**config.mk**
```make
export PLATFORM = sky130hd
export DESIGN_NAME = tpl_latch
export DESIGN_NICKNAME = d
export VERILOG_FILES = /design/src/hdl/tpl_pkg.sv /design/src/hdl/tpl_latch.sv /design/src/hdl/tpl_sync.sv
export SDC_FILE = /design/constraint.sdc
export NUM_CORES = 1
export LEC_CHECK = 0
export BUFFER_PORTS_ARGS = -buffer_cell sky130_fd_sc_hd__buf_2
export CAP_MARGIN = 5
export CORE_ASPECT_RATIO = 1.4
export CORE_UTILIZATION = 30
export CTS_CLUSTER_DIAMETER = 50
export DETAILED_ROUTE_END_ITERATION = 7
export GPL_ROUTABILITY_DRIVEN = 0
export SLEW_MARGIN = 10
export SYNTH_ARGS = -nofsm -noshare
export SYNTH_HDL_FRONTEND = slang
export SYNTH_SLANG_ARGS = --single-unit
```
**constraint.sdc**
```tcl
create_clock -name clock_i -period 2.4 [get_ports clock_i]
set_clock_uncertainty 0.2 [all_clocks]
set_input_delay 0.12 -clock clock_i [delete_from_list [all_inputs] [get_ports clock_i]]
set_output_delay 0.12 -clock clock_i [all_outputs]
set_load 0.005 [all_outputs]
```
**src/hdl/tpl_pkg.sv**
```systemverilog
// package: control word field positions and state encodings for latch channel two
package tpl_pkg;
   localparam int unsigned CTRL_W          = 16;
   localparam int unsigned POS_W           = 32;
   localparam int unsigned BIT_ENABLE      = 8;
   localparam int unsigned BIT_CONTINUOUS  = 9;
   localparam int unsigned BIT_SRC_INDEX   = 10;
   localparam int unsigned BIT_RISE        = 12;
   localparam int unsigned BIT_FALL        = 13;
   localparam logic [31:0] POS_RESET       = 32'h00000000;
   localparam logic [15:0] CTRL_RESET      = 16'h0000;
   typedef enum logic [2:0]
   {
      TPL_OFF   = 3'b001,
      TPL_ARMED = 3'b010,
      TPL_DONE  = 3'b100
   } tpl_state_t;
endpackage

```
**src/hdl/tpl_latch.sv**
```systemverilog
// position latch channel two driven by the upper byte of the probe control word
`timescale 1ns/1ps
//////////////////////////////////////////////////////////////////////////////////////////////
module tpl_latch
(
   input  wire logic        clock_i,
   input  wire logic        rst_b_i,
   input  wire logic [15:0] control_i,
   input  wire logic        digital_input_trigger_i,
   input  wire logic        index_pulse_i,
   input  wire logic [31:0] position_i,
   output logic [31:0]      latched_pos_o,
   output logic             capture_o,
   output logic             captured_o,
   output logic             armed_o
);
   //////////////////////////////////////////////////////////////////////////////////////////
   logic                en;
   logic                cont;
   logic                src_idx;
   logic                rise_en;
   logic                fall_en;
   logic                dig_rise;
   logic                dig_fall;
   logic                ix_rise;
   logic                ix_fall;
   logic                trig_rise;
   logic                trig_fall;
   logic                event_hit;
   logic                take;
   logic                capture;
   logic [31:0]         latched_pos;
   logic                captured;
   tpl_pkg::tpl_state_t state;
   tpl_pkg::tpl_state_t next_state;

   // only the decoded bits are read, so unused bits cannot steer anything
   assign en      = control_i[tpl_pkg::BIT_ENABLE];
   assign cont    = control_i[tpl_pkg::BIT_CONTINUOUS];
   assign src_idx = control_i[tpl_pkg::BIT_SRC_INDEX];
   assign rise_en = control_i[tpl_pkg::BIT_RISE];
   assign fall_en = control_i[tpl_pkg::BIT_FALL];

   //////////////////////////////////////////////////////////////////////////////////////////
   // both inputs arrive from pins, hence synchronised before edge detection
   tpl_sync u_sync_dig
   (
      .clock_i (clock_i),
      .rst_b_i (rst_b_i),
      .async_i (digital_input_trigger_i),
      .level_o (),
      .rise_o  (dig_rise),
      .fall_o  (dig_fall)
   );

   tpl_sync u_sync_ix
   (
      .clock_i (clock_i),
      .rst_b_i (rst_b_i),
      .async_i (index_pulse_i),
      .level_o (),
      .rise_o  (ix_rise),
      .fall_o  (ix_fall)
   );

   assign trig_rise = src_idx ? ix_rise : dig_rise;
   assign trig_fall = src_idx ? ix_fall : dig_fall;
   assign event_hit = (rise_en & trig_rise) | (fall_en & trig_fall);
   assign take      = (state == tpl_pkg::TPL_ARMED) & event_hit;

   //////////////////////////////////////////////////////////////////////////////////////////
   always_comb
   begin
      next_state = state;
      case (state)
         tpl_pkg::TPL_OFF:
            next_state = en ? tpl_pkg::TPL_ARMED : tpl_pkg::TPL_OFF;
         tpl_pkg::TPL_ARMED:
         begin
            if (!en)
               next_state = tpl_pkg::TPL_OFF;
            else if (take && !cont)
               next_state = tpl_pkg::TPL_DONE;
         end
         tpl_pkg::TPL_DONE:
         begin
            // switching to continuous re-arms; single mode waits for a disable
            if (!en)
               next_state = tpl_pkg::TPL_OFF;
            else if (cont)
               next_state = tpl_pkg::TPL_ARMED;
         end
         default:
            next_state = tpl_pkg::TPL_OFF;
      endcase
   end

   always_ff @(posedge clock_i or negedge rst_b_i)
   begin
      if (!rst_b_i)
         state <= tpl_pkg::TPL_OFF;
      else
         state <= next_state;
   end

   always_ff @(posedge clock_i or negedge rst_b_i)
   begin
      if (!rst_b_i)
      begin
         latched_pos <= tpl_pkg::POS_RESET;
         capture     <= 1'b0;
      end
      else
      begin
         capture <= take & en;
         if (take && en)
            latched_pos <= position_i;
      end
   end

   // sticky capture flag, cleared when the channel is switched off
   always_ff @(posedge clock_i or negedge rst_b_i)
   begin
      if (!rst_b_i)
         captured <= 1'b0;
      else if (take && en)
         captured <= 1'b1;
      else if (!en)
         captured <= 1'b0;
   end

   assign latched_pos_o = latched_pos;
   assign capture_o     = capture;
   assign captured_o    = captured;
   assign armed_o       = (state == tpl_pkg::TPL_ARMED);

   //////////////////////////////////////////////////////////////////////////////////////////
   property p_off_no_capture;
      @(posedge clock_i) disable iff (!rst_b_i)
      !$past(en) |-> !capture;
   endproperty
   a_off_no_capture: assert property (p_off_no_capture) else $error("capture while off");

   property p_single_once;
      @(posedge clock_i) disable iff (!rst_b_i)
      (take && en && !cont) |=> (state == tpl_pkg::TPL_DONE) || !$past(en);
   endproperty
   a_single_once: assert property (p_single_once) else $error("single mode not stopped");

   property p_cont_rearm;
      @(posedge clock_i) disable iff (!rst_b_i)
      (state == tpl_pkg::TPL_ARMED && en && cont) |=> (state == tpl_pkg::TPL_ARMED);
   endproperty
   a_cont_rearm: assert property (p_cont_rearm) else $error("continuous mode lost arm");

   property p_src_select;
      @(posedge clock_i) disable iff (!rst_b_i)
      (state == tpl_pkg::TPL_ARMED && en && rise_en && !fall_en && src_idx && ix_rise)
      |=> capture && latched_pos == $past(position_i);
   endproperty
   a_src_select: assert property (p_src_select) else $error("index edge missed");

   property p_rise_gate;
      @(posedge clock_i) disable iff (!rst_b_i)
      (!rise_en && !(fall_en && trig_fall)) |=> !capture;
   endproperty
   a_rise_gate: assert property (p_rise_gate) else $error("rising edge not gated");

   property p_fall_gate;
      @(posedge clock_i) disable iff (!rst_b_i)
      (!fall_en && !(rise_en && trig_rise)) |=> !capture;
   endproperty
   a_fall_gate: assert property (p_fall_gate) else $error("falling edge not gated");

   property p_fall_take;
      @(posedge clock_i) disable iff (!rst_b_i)
      (state == tpl_pkg::TPL_ARMED && en && fall_en && trig_fall) |=> capture;
   endproperty
   a_fall_take: assert property (p_fall_take) else $error("falling edge missed");

   property p_done_hold;
      @(posedge clock_i) disable iff (!rst_b_i)
      (state == tpl_pkg::TPL_DONE && en && !cont) |=> $stable(latched_pos);
   endproperty
   a_done_hold: assert property (p_done_hold) else $error("latch changed after single");

   property p_enable_arms;
      @(posedge clock_i) disable iff (!rst_b_i)
      (state == tpl_pkg::TPL_OFF && en) |=> (state == tpl_pkg::TPL_ARMED);
   endproperty
   a_enable_arms: assert property (p_enable_arms) else $error("enable did not arm");

   property p_disable_clears;
      @(posedge clock_i) disable iff (!rst_b_i)
      !en |=> (state == tpl_pkg::TPL_OFF) && !captured;
   endproperty
   a_disable_clears: assert property (p_disable_clears) else $error("off not cleared");

   property p_rise_take;
      @(posedge clock_i) disable iff (!rst_b_i)
      (state == tpl_pkg::TPL_ARMED && en && rise_en && trig_rise)
      |=> capture && latched_pos == $past(position_i);
   endproperty
   a_rise_take: assert property (p_rise_take) else $error("rising edge missed");

   property p_done_quiet;
      @(posedge clock_i) disable iff (!rst_b_i)
      (state == tpl_pkg::TPL_DONE && !cont) |=> !capture;
   endproperty
   a_done_quiet: assert property (p_done_quiet) else $error("capture after single");

   property p_src_ignore;
      @(posedge clock_i) disable iff (!rst_b_i)
      (src_idx && !ix_rise && !ix_fall) |=> !capture;
   endproperty
   a_src_ignore: assert property (p_src_ignore) else $error("other source captured");
endmodule

```
**src/hdl/tpl_sync.sv**
```systemverilog
// two-flop synchroniser with edge detection on the settled level
`timescale 1ns/1ps
module tpl_sync
(
   input  wire logic clock_i,
   input  wire logic rst_b_i,
   input  wire logic async_i,
   output logic      level_o,
   output logic      rise_o,
   output logic      fall_o
);
   logic meta;
   logic sync;
   logic prev;

   always_ff @(posedge clock_i or negedge rst_b_i)
   begin
      if (!rst_b_i)
      begin
         meta <= 1'b0;
         sync <= 1'b0;
         prev <= 1'b0;
      end
      else
      begin
         meta <= async_i;
         sync <= meta;
         prev <= sync;
      end
   end

   assign level_o = sync;
   assign rise_o  = sync & ~prev;
   assign fall_o  = ~sync & prev;
endmodule

```
==> results of run 1 <==
==> tightest hold or removal path: stages <==
cell and delay, ps:
sky130_fd_sc_hd__buf_2 100, sky130_fd_sc_hd__nand2_1 70, sky130_fd_sc_hd__o31ai_2 100, sky130_fd_sc_hd__o21bai_1 130, sky130_fd_sc_hd__a21oi_1 70
==> kinds of logic after synthesis <==
| logic type | count (synthesis) |
|---|---|
| XOR/XNOR | 1 |
| flip-flops | 43 |
| buffers and inverters | 6 |
| AND/OR/NAND/NOR | 11 |
| AO/OA/AOI/OAI | 12 |
| multiplexers | 32 |
==> cell usage after synthesis <==
master,instances
sky130_fd_sc_hd__nor3b_1,1
sky130_fd_sc_hd__or2_2,1
sky130_fd_sc_hd__nor4bb_1,1
sky130_fd_sc_hd__mux2_4,29
sky130_fd_sc_hd__nor2_1,2
sky130_fd_sc_hd__o21bai_1,1
sky130_fd_sc_hd__o21a_1,2
sky130_fd_sc_hd__a21oi_1,3
sky130_fd_sc_hd__nand2b_1,2
sky130_fd_sc_hd__o21ai_0,2
sky130_fd_sc_hd__xnor2_1,1
sky130_fd_sc_hd__o211ai_4,1
sky130_fd_sc_hd__nand4bb_1,1
sky130_fd_sc_hd__nor2_2,1
sky130_fd_sc_hd__inv_1,3
sky130_fd_sc_hd__dfstp_2,1
sky130_fd_sc_hd__dfrtp_1,42
sky130_fd_sc_hd__mux2_2,3
sky130_fd_sc_hd__o221a_2,1
sky130_fd_sc_hd__nand2_1,2
sky130_fd_sc_hd__a41o_2,1
sky130_fd_sc_hd__o31ai_2,1
sky130_fd_sc_hd__buf_6,3
==> per-stage QoR <==
step	utilization, %	total power [mW]	hold slack, ps	cell area (µm²)	setup WS [ps]
2_1_floorplan	-	1.25	-376	1770	579
3_3_place_gp	39.8	1.47	-28.9	2230	408
3_5_place_dp	39.8	1.49	-38.3	2230	383
4_1_cts	48.6	2.10	140	2720	364
5_1_grt	48.6	2.21	180	2720	317
6_report	48.6	2.08	148	2720	381
==> report_power, final <==
group          switching [mW]  leakage (nW)  internal, mW  total [mW]
Combinational           0.170         0.879         0.369       0.538
Clock                   0.250        0.0581         0.310       0.560
Sequential             0.0884         0.560         0.889       0.978
==> sequential cells by signal, indices dropped and copies added (netlist names) <==
name	flops
state	3
u_sync_dig.level_o	1
u_sync_ix.level_o	1
captured_o	1
u_sync_ix.meta	1
u_sync_dig.meta	1
capture_o	1
latched_pos_o	32
u_sync_dig.prev	1
u_sync_ix.prev	1
==> per-layer routing <==
metal	up-vias	track usage, %
met5	-	0
met2	40	22.8
met3	4	2.34
met1	614	16.1
met4	0	6.38
li1	610	-
==> worst min path at each step <==
| stage | slack [ps] | depth (start not counted) | to | start |
|---|---|---|---|---|
| 5_1_grt | 180 | 5 | state[2]$_DFFE_PN0P_ | control_i[12] |
| 4_1_cts | 140 | 5 | state[2]$_DFFE_PN0P_ | control_i[12] |
| 2_1_floorplan | -380 | 0 | capture_o$_DFF_PN0_ | rst_b_i |
| 3_5_place_dp | -40 | 1 | captured_o$_DFFE_PN0P_ | rst_b_i |
| 6_report | 150 | 5 | state[2]$_DFFE_PN0P_ | control_i[12] |
| 3_3_place_gp | -30 | 1 | captured_o$_DFFE_PN0P_ | rst_b_i |
==> final cells by class <==
| class | instances | area, µm² | area share [%] |
|---|---|---|---|
| Multi-Input combinational cell | 56 | 651 | 23.9 |
| Sequential cell | 43 | 1080 | 39.6 |
| Timing Repair Buffer | 117 | 786 | 28.9 |
| Clock inverter | 3 | 43.8 | 1.61 |
| Clock buffer | 5 | 68.8 | 2.53 |
| Tap cell | 68 | 85.1 | 3.13 |
| Inverter | 3 | 11.3 | 0.414 |
==> run summary, run 1 <==
The flow ran to the end, and the final reports show no timing, DRC or antenna violations. Derived from the worst setup path, the maximum achievable clock frequency is 0.495 GHz. The hold buffer count at CTS came out at 38. Including well taps, the total number of placed cells is 249. The total of cells resized after clock tree synthesis came out at 0. The synthesized netlist net count is 157.

Of the total synthesized cell area, the portion taken by XOR and XNOR cells is 0.494%. Counting distinct cell types in the post-synthesis netlist gives 23. The max-slew violation total from the final report was 0.

Setup violations remaining at the end of the flow were counted as 0. The fraction of final layout cells sized beyond drive strength 1 is 55.5%. The number of global-route vias before repair is 1326. The final instance count without filler cells is 295.

The adder-cell area share of the yosys netlist is 0%. Traced cell by cell, the critical path runs through nor4bb_1, a41o_2, o211ai_4, buf_4, mux2_2. In the layout the commonest cells are sky130_fd_sc_hd__buf_2 (75), sky130_fd_sc_hd__dfrtp_1 (42), sky130_fd_sc_hd__dlygate4sd3_1 (38), sky130_fd_sc_hd__mux2_4 (29), sky130_fd_sc_hd__clkbuf_8 (5). The number of hold-slack violations in the final timing report is 0. The width of the die came out at 67.0 µm. Once detailed placement completed, the half-perimeter wirelength came to 2520 µm. The slowest stage cell on the critical path is sky130_fd_sc_hd__dfrtp_1. The share of cell area taken by muxes after synthesis is 26.5%. The tightest min-delay check is of the in -> reg type. Buffers inserted during clock tree synthesis total 5. The worst reg-to-reg setup slack came out at 380 ps. In this run the critical register-to-register path is launched from u_sync_dig.prev$_DFF_PN0_. The total overflow left after global routing is 0. The yosys synthesis warning count came out at 0. In this run the critical register-to-register path is captured at latched_pos_o[3]$_DFFE_PN0P_. Setup repair after global routing left no endpoint under its margin.

TritonCTS built the clock tree. In the post-synthesis netlist, the biggest area contributors are sky130_fd_sc_hd__dfrtp_1 (59%), sky130_fd_sc_hd__mux2_4 (25%), sky130_fd_sc_hd__buf_6 (1.9%). The largest net degree at the start of global routing is 28. The synthesized design spends more area on one cell type than any other, namely sky130_fd_sc_hd__dfrtp_1. The simple-gate share of the synthesized area is 3.88%.

In this run the tool buffered the top-level ports with 75 buffer cells. The endpoint required time on the critical path is 2380 ps. The first global-routing pass estimated 6260 µm of wire. The static leakage power came out at 1.50 nW. The endpoint kind of the worst setup timing path is a flop. The number of maximum-capacitance constraint violations is 0. The die outline height came out at 93.0 µm.

The clock latency of the later-clocked register in the worst-skew pair is 290 ps. IR analysis of the VDD net gives a maximum drop of 0.342 mV. Summing over every cut layer, the via total after detailed routing is 1268. Row generation in the floorplan step produced 32 rows. By area, the combinational part of the netlist is dominated by multiplexers.

At the end of the flow, the number of nets in the layout was 278. After detailed routing, no signal wire sits above met4. The routed wire length per instance came out at 13.0 µm.

The number of DRC violations after detailed-routing iteration 0 is 48. The effective utilization at floorplan is 31.6%. Dividing the detail-routed via count by the number of cells gives 4.30.

The synthesized instance count came out at 105. After clock tree synthesis, the setup repair step added 0 buffers. The H-tree depth reported by CTS came out at 2.

The root cell of the clock tree is sky130_fd_sc_hd__clkbuf_8. The cell family contributing the most delay on the critical path is compound AO/OA/AOI/OAI gates. The library cell used most frequently in the layout, excluding fill and tap cells, is sky130_fd_sc_hd__buf_2. The normalized max-slew margin is 60.1%. The worst path arrival time came out at 2000 ps. In this run the cell area of the synthesized design comes to 0.00177 mm². The largest fanout on the critical path is 19. The transition time at the pin with the least slew margin came out at 598 ps.

The core footprint is 0.00561 mm². In this run the worst setup path begins at u_sync_dig.prev$_DFF_PN0_. The number of buffers and inverters on the critical path is 1. STA classifies the critical path startpoint as a flop. The number of nets with antenna violations after detailed routing is 0. Counting flops and latches in the post-synthesis netlist gives 43. The total number of cells along the worst setup path is 5. For this design the ratio of total power to cell area is 763 mW/mm². The post-synthesis to final-layout area growth is 53.6%. The global-route total usage across every layer is 13.5%. In the detailed route, the total length drawn on met2 is 2060 µm. In the detailed route, the total length drawn on met3 is 138 µm. In this run the mean area of a mapped cell was 16.9 µm². The number of antenna diodes in the final layout is 0.

The number of DRC violations after detailed routing came out at 0. The number of sinks on the clock net is 43. Clock-pin slew was measured on the worst setup and hold paths at 90 ps. The die footprint is 0.00623 mm². The share of synthesized area occupied by flip-flops and latches is 60.8%.

The sum of negative setup slack came out at 0 ps. The routed design could run at a clock period as short as 2020 ps. The total length of routed wires is 3830 µm. The most critical setup path has its endpoint at latched_pos_o[3]$_DFFE_PN0P_. The delay of the slowest critical-path stage came out at 380 ps. The initial antenna violation count was 0. The fill cell instance count of the final layout came out at 525. The count of pins on the block boundary is 87. The longest clock path from root to sink contains 2 buffers. The number of cells on the worst reg-to-reg path is 5. The share of the cycle needed by the critical path after routing came out at 84.1%. The setup path with the least slack is of type reg -> reg. The total iterations of the first detailed-routing run came out at 3.

In the final routing, the length of wire on met1 measures 1580 µm. Summing the areas of all compound-gate instances in the mapped netlist gives 5.86% of the synthesized area. After synthesis, the largest area contributor takes up 59.3% of total cell area.
No activity file was read; power rests on OpenSTA's default activity.
==> inputs of run 2 (changes only) <==
Clock period 2.4 ns to 1.9 ns, I/O delays scaled along.
==> run 2 against run 1 <==
Non-clock buffer count is 2 higher. Fmax grew 8.1%. Clock power up 13%. Worst hold slack got worse by 58 ps. Critical path depth unchanged. Total power grew 23%.
==> run summary, run 2 (same netlist as run 1, synthesis figures left out) <==
The count of input and output buffers is 75 (unchanged). The die outline height is 93.0 µm (unchanged). The post-route total power is 2.56 mW (+23%). The ratio of total power to cell area is 928 mW/mm² (+22%). The run finished with clean final reports. The worst reg-to-reg setup slack came to 30 ps (-350 ps). The number of buffers on the longest clock path is 2 (unchanged).

The clock transition at the registers of the reported paths was 80 ps (about the same). The global-route total usage across every layer is 14.1% (+0.64 points). The number of DRC violations after detailed routing came out at 0 (unchanged). The net total in the final layout is 280 (+0.72%). The core footprint came to 0.00561 mm² (unchanged). The worst hold path belongs to the class in -> async. The initial antenna violation count was 0 (unchanged). STA classifies the critical path endpoint as a flop.

On the critical path the largest part of the delay comes from compound AO/OA/AOI/OAI gates. The count of placed standard cells including taps came out at 250 (+0.40%). The normalized max-slew margin is 67.2% (+7.1 points). The transition time at the pin with the least slew margin came out at 492 ps (-107 ps). The maximum resistive drop on vdd is 0.366 mV (+6.9%). The slowest stage cell on the critical path is sky130_fd_sc_hd__dfrtp_1. The type of the worst setup path is reg -> reg. The fill cell instance count of the final layout is 522 (-0.57%). The number of global-route vias before repair came out at 1359 (+2.5%). The effective utilization at floorplan was 31.6% (unchanged). The timing-limited maximum frequency came to 0.536 GHz (+8.1%). CTS placed an instance of sky130_fd_sc_hd__clkbuf_8 at the clock tree root. The number of sinks on the clock net is 43 (unchanged). The total length of routed wires came out at 4020 µm (+5.0%).

The detailed placement HPWL came out at 2550 µm (+1.3%). The width of the die was 67.0 µm (unchanged). The total iterations of the first detailed-routing run was 2 (-1). The cell area after layout came out at 0.00276 mm² (+1.5%).

Tracing the worst setup path back leads to its startpoint at u_sync_dig.prev$_DFF_PN0_. The post-synthesis to final-layout area growth came out at 55.8%. The delay of the slowest critical-path stage came out at 380 ps (about the same). The number of hold-slack violations in the final timing report came out at 0 (unchanged).

The static leakage power came out at 1.52 nW (+1.4%). The antenna diode count came out at 0 (unchanged). The number of buffers inserted during clock tree synthesis is 5 (unchanged).

The die footprint is 0.00623 mm² (unchanged). The count of pins on the block boundary was 87 (unchanged). The fraction of final layout cells sized beyond drive strength 1 came to 55.5% (about the same).

Leaving out fill and tap cells, the most frequent cells in the layout are sky130_fd_sc_hd__buf_2 (75), sky130_fd_sc_hd__dfrtp_1 (42), sky130_fd_sc_hd__dlygate4sd3_1 (38), sky130_fd_sc_hd__mux2_4 (29), sky130_fd_sc_hd__clkbuf_8 (7). The final critical delay including setup and external delays is 1870 ps (-152 ps). The largest net degree at the start of global routing is 24 (-14%). The average via count per standard cell is 4.39 (+2.1%). Traced cell by cell, the critical path runs through nor4bb_1, a41o_2, o211ai_4, buf_12, mux2_4. The number of maximum-capacitance constraint violations came out at 0 (unchanged). The clock latency of the later-clocked register in the worst-skew pair came out at 290 ps (about the same).

In this run the critical register-to-register path is captured at latched_pos_o[6]$_DFFE_PN0P_. The number of nets with antenna violations after detailed routing is 0 (unchanged). The total number of placement rows came out at 32 (unchanged). The worst path arrival time is 1840 ps (-160 ps). The H-tree depth reported by CTS is 2 (unchanged). The library cell used most frequently in the layout, excluding fill and tap cells, is sky130_fd_sc_hd__buf_2. STA classifies the critical path startpoint as a flop. The count of endpoints failing setup in the final report came out at 0 (unchanged).

The final instance count without filler cells is 297 (+0.68%). The share of the cycle needed by the critical path after routing is 98.3% (+14 points). The max-slew violation total from the final report is 0 (unchanged). The total buffers and inverters traversed by the critical path came out at 1 (unchanged). The cell area after placement came to 0.00227 mm² (+2.0%). The first-pass GRT wire length came out at 6380 µm (+1.9%). The number of DRC violations after detailed-routing iteration 0 is 41 (-15%).

The routed wire length per instance is 13.5 µm (+4.3%). The flip-flop count of the largest register after layout came out at 32 (unchanged). TritonCTS built the clock tree.

The cell depth of the worst flop-to-flop path is 5 (unchanged). The total via count after detailed routing was 1303 (+2.8%). The endpoint required time on the critical path came out at 1880 ps (-500 ps).

The overflow left after global routing came out at 0 (unchanged). The largest fanout on the critical path came out at 16 (-3). The start of the worst register-to-register path is u_sync_dig.prev$_DFF_PN0_. Setup repair after global routing could not meet its margin everywhere.
-- run 2: changes by cell type in the layout (fill, tap and decap cells not counted) --
cell	delta
sky130_fd_sc_hd__bufinv_16	-1
sky130_fd_sc_hd__clkbuf_8	+2
sky130_fd_sc_hd__clkinv_2	-1
sky130_fd_sc_hd__buf_4	-1
sky130_fd_sc_hd__clkbuf_1	+1
sky130_fd_sc_hd__buf_12	+3
sky130_fd_sc_hd__clkinv_4	-1
-- run 2: metrics by stage --
stage | utilization (%) | setup slack [ps] | TNS [ps] | hold WS, ps
4_1_cts | 49.3 | 16.4 | 0 | 105
2_1_floorplan | - | 78.9 | 0 | -401
3_3_place_gp | 40.6 | -45.0 | -989 | -108
6_report | 49.3 | 32.7 | 0 | 90.3
5_1_grt | 49.3 | -58.0 | -1000 | 130
3_5_place_dp | 40.6 | -34.0 | -579 | -106
-- run 2: worst max-delay path by stage --
stage,endpoint,slack [ps],cells past startpoint
6_report,latched_pos_o[6]$_DFFE_PN0P_,30,5
3_5_place_dp,latched_pos_o[15]$_DFFE_PN0P_,-30,5
3_3_place_gp,latched_pos_o[6]$_DFFE_PN0P_,-50,5
4_1_cts,latched_pos_o[15]$_DFFE_PN0P_,20,5
5_1_grt,latched_pos_o[6]$_DFFE_PN0P_,-60,5
2_1_floorplan,latched_pos_o[10]$_DFFE_PN0P_,80,5
-- run 2: metal layers --
metal | part of all wire (%) | routed length [µm] | track usage [%]
met5 | 0 | 0 | 0
met4 | 2.7 | 109 | 7.45
met3 | 4.5 | 182 | 3.69
met2 | 55 | 2220 | 24.2
met1 | 38 | 1510 | 15.4
-- run 2: layout make-up --
cell class / count / area [µm²] / share of cell area [%]
Multi-Input combinational cell: 56 / 651 / 23.6
Inverter: 3 / 11.3 / 0.408
Clock buffer: 8 / 100 / 3.62
Tap cell: 68 / 85.1 / 3.08
Sequential cell: 43 / 1080 / 39.0
Timing Repair Buffer: 119 / 838 / 30.3
-- run 2: timing repair --
item,4_1_cts,5_1_grt
pin swaps,1,0
gates resized for setup,0,0
buffers inserted,1,0
gates cloned,0,0
hold buffers,38,0
hold endpoints to repair,81,0
endpoints found under the setup margin,29,32
-- run 2: report_power, final --
group / internal (mW) / leakage (nW) / switching [mW] / total (mW)
clock network: 0.332 / 0.0515 / 0.298 / 0.630
registers: 1.12 / 0.560 / 0.116 / 1.24
logic: 0.471 / 0.906 / 0.223 / 0.694
total: 1.93 / 1.52 / 0.636 / 2.56
